===== src/rtl/asr_defs.vh =====
// Purpose: constants for the angle sensor readout register bank
// Assumes: 16-bit register words, byte offsets as printed
// Notes: included by asr_regs.v
//
// Function
// the field word carries tag 1110 in bits 15:12 and the turns word carries tag 110 in 15:13.
// the field word holds the 12-bit field magnitude, refreshed every 128 us.
// the turns field is a 12-bit two's complement count relative to power-up.
// the count step is 180 or 45 degrees by configuration, ranges -512..511 or -2048..2047.
// the counter tracks up to 256 full rotations in either direction in both modes; the code tracks only 255 up (511 or 2047 steps).
// bit 12 of the turns, hysteresis and crossing-path words makes the word odd parity.
// bit 14 of both angle words is the OR of unmasked error and warning bits.
// bit 13 of both angle words is the real-time masked OR of analog and digital supply low.
// the hysteresis word holds the loop angle after hysteresis in bits 11:0.
// the fine angle word reads 0 in bit 15 and the 15-bit compensated angle in 14:0.
// the crossing-path word holds the uncompensated 12-bit angle used for turn counting.
// the host unlocks by writing codes 00, 27, 81, 1F, 77 in succession to bits 15:8.
// writes to nonvolatile and shadow registers and special commands pass only when unlocked.
// key bit 0 reads 1 when unlocked, bits 7:1 read 0.
// an overflow flag latches when turns pass +255 or -256 rotations, cleared by turns reset.
// a wrong code at any unlock step restarts the sequence.
// unlock code bits read zero and writes to read-only words are ignored.
`ifndef ASR_DEFS_VH
`define ASR_DEFS_VH
`define ASR_OFS_FIELD 8'h2A
`define ASR_OFS_TURNS 8'h2C
`define ASR_OFS_HYST_ANGLE 8'h30
`define ASR_OFS_FINE_ANGLE 8'h32
`define ASR_OFS_CROSS_ANGLE 8'h34
`define ASR_OFS_KEY 8'h3C
`define ASR_TAG_FIELD 4'hE
`define ASR_TAG_TURNS 3'h6
`define ASR_KEY_CODE0 8'h00
`define ASR_KEY_CODE1 8'h27
`define ASR_KEY_CODE2 8'h81
`define ASR_KEY_CODE3 8'h1F
`define ASR_KEY_CODE4 8'h77
`define ASR_FIELD_PERIOD_US 128
`define ASR_CLK_MHZ 10
`define ASR_FIELD_CYCLES (`ASR_FIELD_PERIOD_US * `ASR_CLK_MHZ)
`define ASR_TURNS_MAX180 12'h1FF
`define ASR_TURNS_MIN180 12'hE00
`define ASR_TURNS_MAX45 12'h7FF
`define ASR_TURNS_MIN45 12'h800
`endif


===== src/rtl/asr_regs.v =====
// Purpose: result word bank and unlock key of a magnetic angle sensor
// Assumes: register port is a 16-bit word access with byte offset, one clock
// Notes: sensor inputs come from logic on mclk; writes act on the pulse only
`timescale 1ns/1ps
`default_nettype none
`include "asr_defs.vh"

module asr_regs #(
    parameter FIELD_CYCLES = `ASR_FIELD_CYCLES
) (
    input wire mclk,
    input wire rst_n,
    input wire [7:0] reg_addr,
    input wire reg_wr,
    input wire [15:0] reg_wdata,
    input wire reg_rd,
    output reg [15:0] reg_rdata,
    input wire [11:0] field_gauss,
    input wire [11:0] hysteresis_angle,
    input wire [14:0] fine_angle,
    input wire [11:0] crossing_path_angle,
    input wire step45_sel,
    input wire turn_up,
    input wire turn_dn,
    input wire turns_reset,
    input wire error_summary_in,
    input wire analog_supply_low,
    input wire digital_supply_low,
    input wire mask_analog_low,
    input wire mask_digital_low,
    input wire nv_wr_req,
    input wire special_cmd_req,
    output reg nv_wr_grant,
    output reg special_cmd_grant,
    output reg unlocked_flag,
    output reg rotation_overflow_flag
);

    // ----------------------------------------------------------------
    // field magnitude sampling
    // ----------------------------------------------------------------
    reg [11:0] field_q;
    reg [15:0] fcnt_q;
    always @(posedge mclk) begin
        if (!rst_n) begin
            field_q <= 12'h000;
            fcnt_q <= 16'h0000;
        end else if (fcnt_q == FIELD_CYCLES - 1) begin
            fcnt_q <= 16'h0000;
            field_q <= field_gauss;
        end else begin
            fcnt_q <= fcnt_q + 16'h0001;
        end
    end

    // ----------------------------------------------------------------
    // turns counter
    // ----------------------------------------------------------------
    reg [11:0] turns_q;
    wire [11:0] tmax = step45_sel ? `ASR_TURNS_MAX45 : `ASR_TURNS_MAX180;
    wire [11:0] tmin = step45_sel ? `ASR_TURNS_MIN45 : `ASR_TURNS_MIN180;
    wire up_ev = turn_up & ~turn_dn;
    wire dn_ev = turn_dn & ~turn_up;
    wire at_max = (turns_q == tmax);
    wire at_min = (turns_q == tmin);
    always @(posedge mclk) begin
        if (!rst_n) begin
            turns_q <= 12'h000;
            rotation_overflow_flag <= 1'b0;
        end else if (turns_reset) begin
            turns_q <= 12'h000;
            rotation_overflow_flag <= 1'b0;
        end else begin
            if (up_ev) begin
                if (at_max)
                    rotation_overflow_flag <= 1'b1;
                else
                    turns_q <= turns_q + 12'h001;
            end else if (dn_ev) begin
                if (at_min)
                    rotation_overflow_flag <= 1'b1;
                else
                    turns_q <= turns_q - 12'h001;
            end
        end
    end

    // ----------------------------------------------------------------
    // status flags for angle words
    // ----------------------------------------------------------------
    wire supply_low_flag = (analog_supply_low & ~mask_analog_low)
        | (digital_supply_low & ~mask_digital_low);
    wire error_summary_flag = error_summary_in;

    // ----------------------------------------------------------------
    // unlock sequence
    // ----------------------------------------------------------------
    reg [2:0] step_q;
    reg [7:0] expect_code;
    wire [7:0] unlock_code = reg_wdata[15:8];
    wire key_wr = reg_wr && (reg_addr == `ASR_OFS_KEY);
    always @* begin
        case (step_q)
            3'h0: expect_code = `ASR_KEY_CODE0;
            3'h1: expect_code = `ASR_KEY_CODE1;
            3'h2: expect_code = `ASR_KEY_CODE2;
            3'h3: expect_code = `ASR_KEY_CODE3;
            3'h4: expect_code = `ASR_KEY_CODE4;
            default: expect_code = `ASR_KEY_CODE0;
        endcase
    end
    always @(posedge mclk) begin
        if (!rst_n) begin
            step_q <= 3'h0;
            unlocked_flag <= 1'b0;
        end else if (key_wr) begin
            if (unlock_code == expect_code) begin
                if (step_q == 3'h4) begin
                    step_q <= 3'h0;
                    unlocked_flag <= 1'b1;
                end else begin
                    step_q <= step_q + 3'h1;
                end
            end else if (unlock_code == `ASR_KEY_CODE0) begin
                step_q <= 3'h1;
                unlocked_flag <= 1'b0;
            end else begin
                step_q <= 3'h0;
                unlocked_flag <= 1'b0;
            end
        end
    end

    // ----------------------------------------------------------------
    // unlock gating of protected actions
    // ----------------------------------------------------------------
    always @(posedge mclk) begin
        if (!rst_n) begin
            nv_wr_grant <= 1'b0;
            special_cmd_grant <= 1'b0;
        end else begin
            nv_wr_grant <= nv_wr_req & unlocked_flag;
            special_cmd_grant <= special_cmd_req & unlocked_flag;
        end
    end

    // ----------------------------------------------------------------
    // read mux
    // ----------------------------------------------------------------
    reg [15:0] rd_d;
    reg [14:0] body;
    always @* begin
        rd_d = 16'h0000;
        body = 15'h0000;
        case (reg_addr)
            `ASR_OFS_FIELD: rd_d = {`ASR_TAG_FIELD, field_q};
            `ASR_OFS_TURNS: begin
                body = {`ASR_TAG_TURNS, 12'h000} | {3'h0, turns_q};
                rd_d = {body[14:12], ~^{body[14:12], turns_q}, turns_q};
            end
            `ASR_OFS_HYST_ANGLE: begin
                body = {1'b0, error_summary_flag, supply_low_flag, hysteresis_angle};
                rd_d = {1'b0, error_summary_flag, supply_low_flag,
                    ~^body, hysteresis_angle};
            end
            `ASR_OFS_FINE_ANGLE: rd_d = {1'b0, fine_angle};
            `ASR_OFS_CROSS_ANGLE: begin
                body = {1'b0, error_summary_flag, supply_low_flag, crossing_path_angle};
                rd_d = {1'b0, error_summary_flag, supply_low_flag,
                    ~^body, crossing_path_angle};
            end
            `ASR_OFS_KEY: rd_d = {15'h0000, unlocked_flag};
            default: rd_d = 16'h0000;
        endcase
    end

    // writes to result words have no path into any storage
    always @(posedge mclk) begin
        if (!rst_n)
            reg_rdata <= 16'h0000;
        else if (reg_rd)
            reg_rdata <= rd_d;
    end

endmodule // asr_regs
`default_nettype wire


===== config.mk =====
export PLATFORM = sky130hd
export DESIGN_NAME = asr_regs
export DESIGN_NICKNAME = d
export VERILOG_FILES = /design/src/rtl/asr_regs.v
export VERILOG_INCLUDE_DIRS = /design/src /design/src/rtl
export SDC_FILE = /design/constraint.sdc
export NUM_CORES = 1
export LEC_CHECK = 0
export BUFFER_PORTS_ARGS = -buffer_cell sky130_fd_sc_hd__buf_2
export CAP_MARGIN = 40
export CORE_ASPECT_RATIO = 0.6
export CORE_MARGIN = 4
export CORE_UTILIZATION = 58
export CTS_BUF_LIST = sky130_fd_sc_hd__clkbuf_16
export DETAILED_ROUTE_END_ITERATION = 10
export PLACE_DENSITY_LB_ADDON = 0.05
export SYNTH_ARGS = -nofsm -noshare
export SYNTH_HDL_FRONTEND = slang
export SYNTH_SLANG_ARGS = --single-unit
export TNS_END_PERCENT = 10

===== constraint.sdc =====
create_clock -name mclk -period 3.54 [get_ports mclk]
set_input_delay 0.354 -clock mclk [delete_from_list [all_inputs] [get_ports mclk]]
set_output_delay 0.354 -clock mclk [all_outputs]
set_load 0.05 [all_outputs]

==> metrics.txt <==
Ant. Diodes 0; post-synthesis sequential area ratio 30.34%; DR DRC count 0; cts hold-fix bufs 0; clock buffer depth 2; Cell Chain, Critical Path buf_2 -> inv_1 -> ha_1 -> inv_1 -> ha_1 -> nor2b_1 -> o31a_1 -> o21ai_0 -> a21oi_1 -> or3b_2 -> o221ai_1; pre-CTS WS 698.8 ps; detailed placer's ending HPWL 8435 um; Buf/Inv on CP 3; initial antenna violation count 0; Syn. warnings 0; Die H 73.58 um; CTS tree built; status finished, final reports clean; flop-to-flop setup slack 1220 ps; origin of the worst min-delay path nv_wr_req; crit start category primary input; io pins 110; Nets 697; f_max 382.9 MHz; post-place instance area 4716 um2; unrepaired setup endpoints after global routing no; Worst Skew 5.050 ps; clock slew at reported path FFs 60 ps; Final ANT Viol Nets 0; worst hold slack 250.9 ps; Critical Path Sink Type flip-flop; number of synthesized register bits 63; largest net degree at the start of global routing 31; Slew headroom 45.23%; htree depth 3; design area 5036 um2; drt pass-1 iters 7; initial DRC count 379; Buffers on Ports 101; first-pass GRT wire length 18200 um; clk sinks 63; Row Count 23; slowest CP cell or3b_2; most frequent cells in the layout buf_2, dfxtp_1, nor2_1; Post-Syn Instances 481; layout cells sized above 1 23.38%; Post-synth top flop dfxtp_1; Final WS setup 928.0 ps; Post-CTS Setup Inserts 0; Clock Latency Late Sink 340 ps; worst slew pin tran 819.9 ps; Hold Path Stages 2; most common cell after layout, fill and taps aside buf_2; die area 8630 um2; Mapped Nets 597; Final TNS setup 0 ps; Worst Path Required 3800 ps; ys async rst share 0%; GRT Residual Overflow 0; worst path arrival time 2870 ps; DR vias/cell 5.847; Starting Density 60.94%; post-CTS sizing 0; Power Dens Cells 425.1 nW/um2; CP Max Fanout 10; Layout area overhead 21.16%; total chip power 2141 uW; Routed WL 11350 um; Core Region 6820 um2; Leakage 0.002047 uW; peak supply drop 329.8 uV; Maximum Capacitance Violations 0; delay-heaviest family, CP compound AO/OA/AOI/OAI gates; synthesized area per cell 8.641 um2; average routed wire per standard cell 16.86 um; max-slew violations 0; overall routing resource usage 27.26%; Synth Cell Area 4156 um2; hold worst-path end nv_wr_grant; CTS root buf clkbuf_16; Worst path max stage delay 450 ps; CTS Buf Count 9; worst r2r dst turns_q[8]; Hold Crit Class primary input to flip-flop; FF-to-FF Start turns_q[2]; min Tclk post-route 2612 ps; Die Wd 117.3 um; R2R cell count 7; # setup viols final 0; Routability Congestion 0.9340; Final period util 73.78%; type of the worst setup path primary input to flip-flop; Fin. Hold Viols 0; vias in the first global route 3700; EDFF count, synth 0; Via Count 3935; synth unique cells 64
[metrics by stage]
stage          utilization [%]  cells
2_1_floorplan                -    481
3_3_place_gp             68.81    654
3_5_place_dp             69.14    657
4_1_cts                  73.84    673
5_1_grt                  73.84    673
6_report                 73.84    673
[metal layers]
layer | GRT usage, % | share of wire [%] | vias to the layer above
met5 | 0 | 0 | -
met3 | 7.407 | 6.6 | 12
met2 | 40.60 | 44 | 131
met1 | 39.05 | 48 | 1858
met4 | 6.743 | 0.85 | 0
li1 | - | - | 1934
[area by class of cell]
cell class                      instances  area (um2)
Multi-Input combinational cell        378        2709
Fill cell                             552        1784
Sequential cell                        63        1261
Timing Repair Buffer                  108       558.0
Clock buffer                            9       225.2
Tap cell                               87       108.9
Clock inverter                          7       95.09
Inverter                               21       78.83
[worst max-delay path by stage]
stage | startpoint | endpoint | slack, ps | cells past startpoint
floorplan | turn_dn | turns_q[11] | 1100 | 10
global placement | turn_up | turns_q[11] | 760 | 10
detailed placement | turn_up | turns_q[11] | 700 | 10
CTS | turn_up | turns_q[8] | 970 | 10
global route | turn_dn | turns_q[8] | 760 | 11
finish | turn_dn | turns_q[8] | 930 | 11
[synth_stat cells (all sizes together), types with 3 or more instances]
| cell type | number | share of area [%] |
|---|---|---|
| o221ai | 3 | 0.63 |
| or3 | 3 | 0.48 |
| dfxtp | 63 | 30 |
| nor2 | 55 | 5.0 |
| nand2b | 14 | 2.1 |
| and3 | 9 | 1.4 |
| a21o | 14 | 2.5 |
| xor2 | 13 | 2.7 |
| nand3 | 18 | 2.2 |
| mux2i | 19 | 4.6 |
| clkbuf | 9 | 0.81 |
| inv | 21 | 1.9 |
| ha | 25 | 7.5 |
| nand4 | 7 | 1.1 |
| a22oi | 5 | 0.90 |
| o21ai | 15 | 1.8 |
| a21oi | 27 | 3.3 |
| nand2 | 33 | 3.0 |
| buf | 10 | 1.8 |
| a22o | 11 | 2.3 |
| o21a | 5 | 0.90 |
| nor4 | 3 | 0.45 |
| a222oi | 11 | 2.6 |
| nor2b | 7 | 1.1 |
| a211oi | 4 | 0.96 |
| nor3 | 6 | 0.84 |
| xnor2 | 35 | 7.4 |
[report_power, final]
group	internal, uW	switching, uW
Combinational	210	216
Clock	618	343
Sequential	726	28.4
[state kept, by name (all words and copies together) (netlist names)]
register and cells:
nv_wr_grant 1, rotation_overflow_flag 1, unlocked_flag 1, reg_rdata 16
step_q 3, fcnt_q 16, special_cmd_grant 1, turns_q 12
field_q 12
[logic make-up (layout without fill, tap and decap cells)]
kind of cell,Yosys count,count (layout),share of synthesized area (%)
compound gates,111,111,19.84
fa+ha+maj,26,26,8.007
simple gates,171,171,21.28
mux,20,20,4.846
xor+xnor,50,50,11.20
flops,63,63,30.34
buf+inv,40,145,4.485
Power figures use the tool's default switching activity.
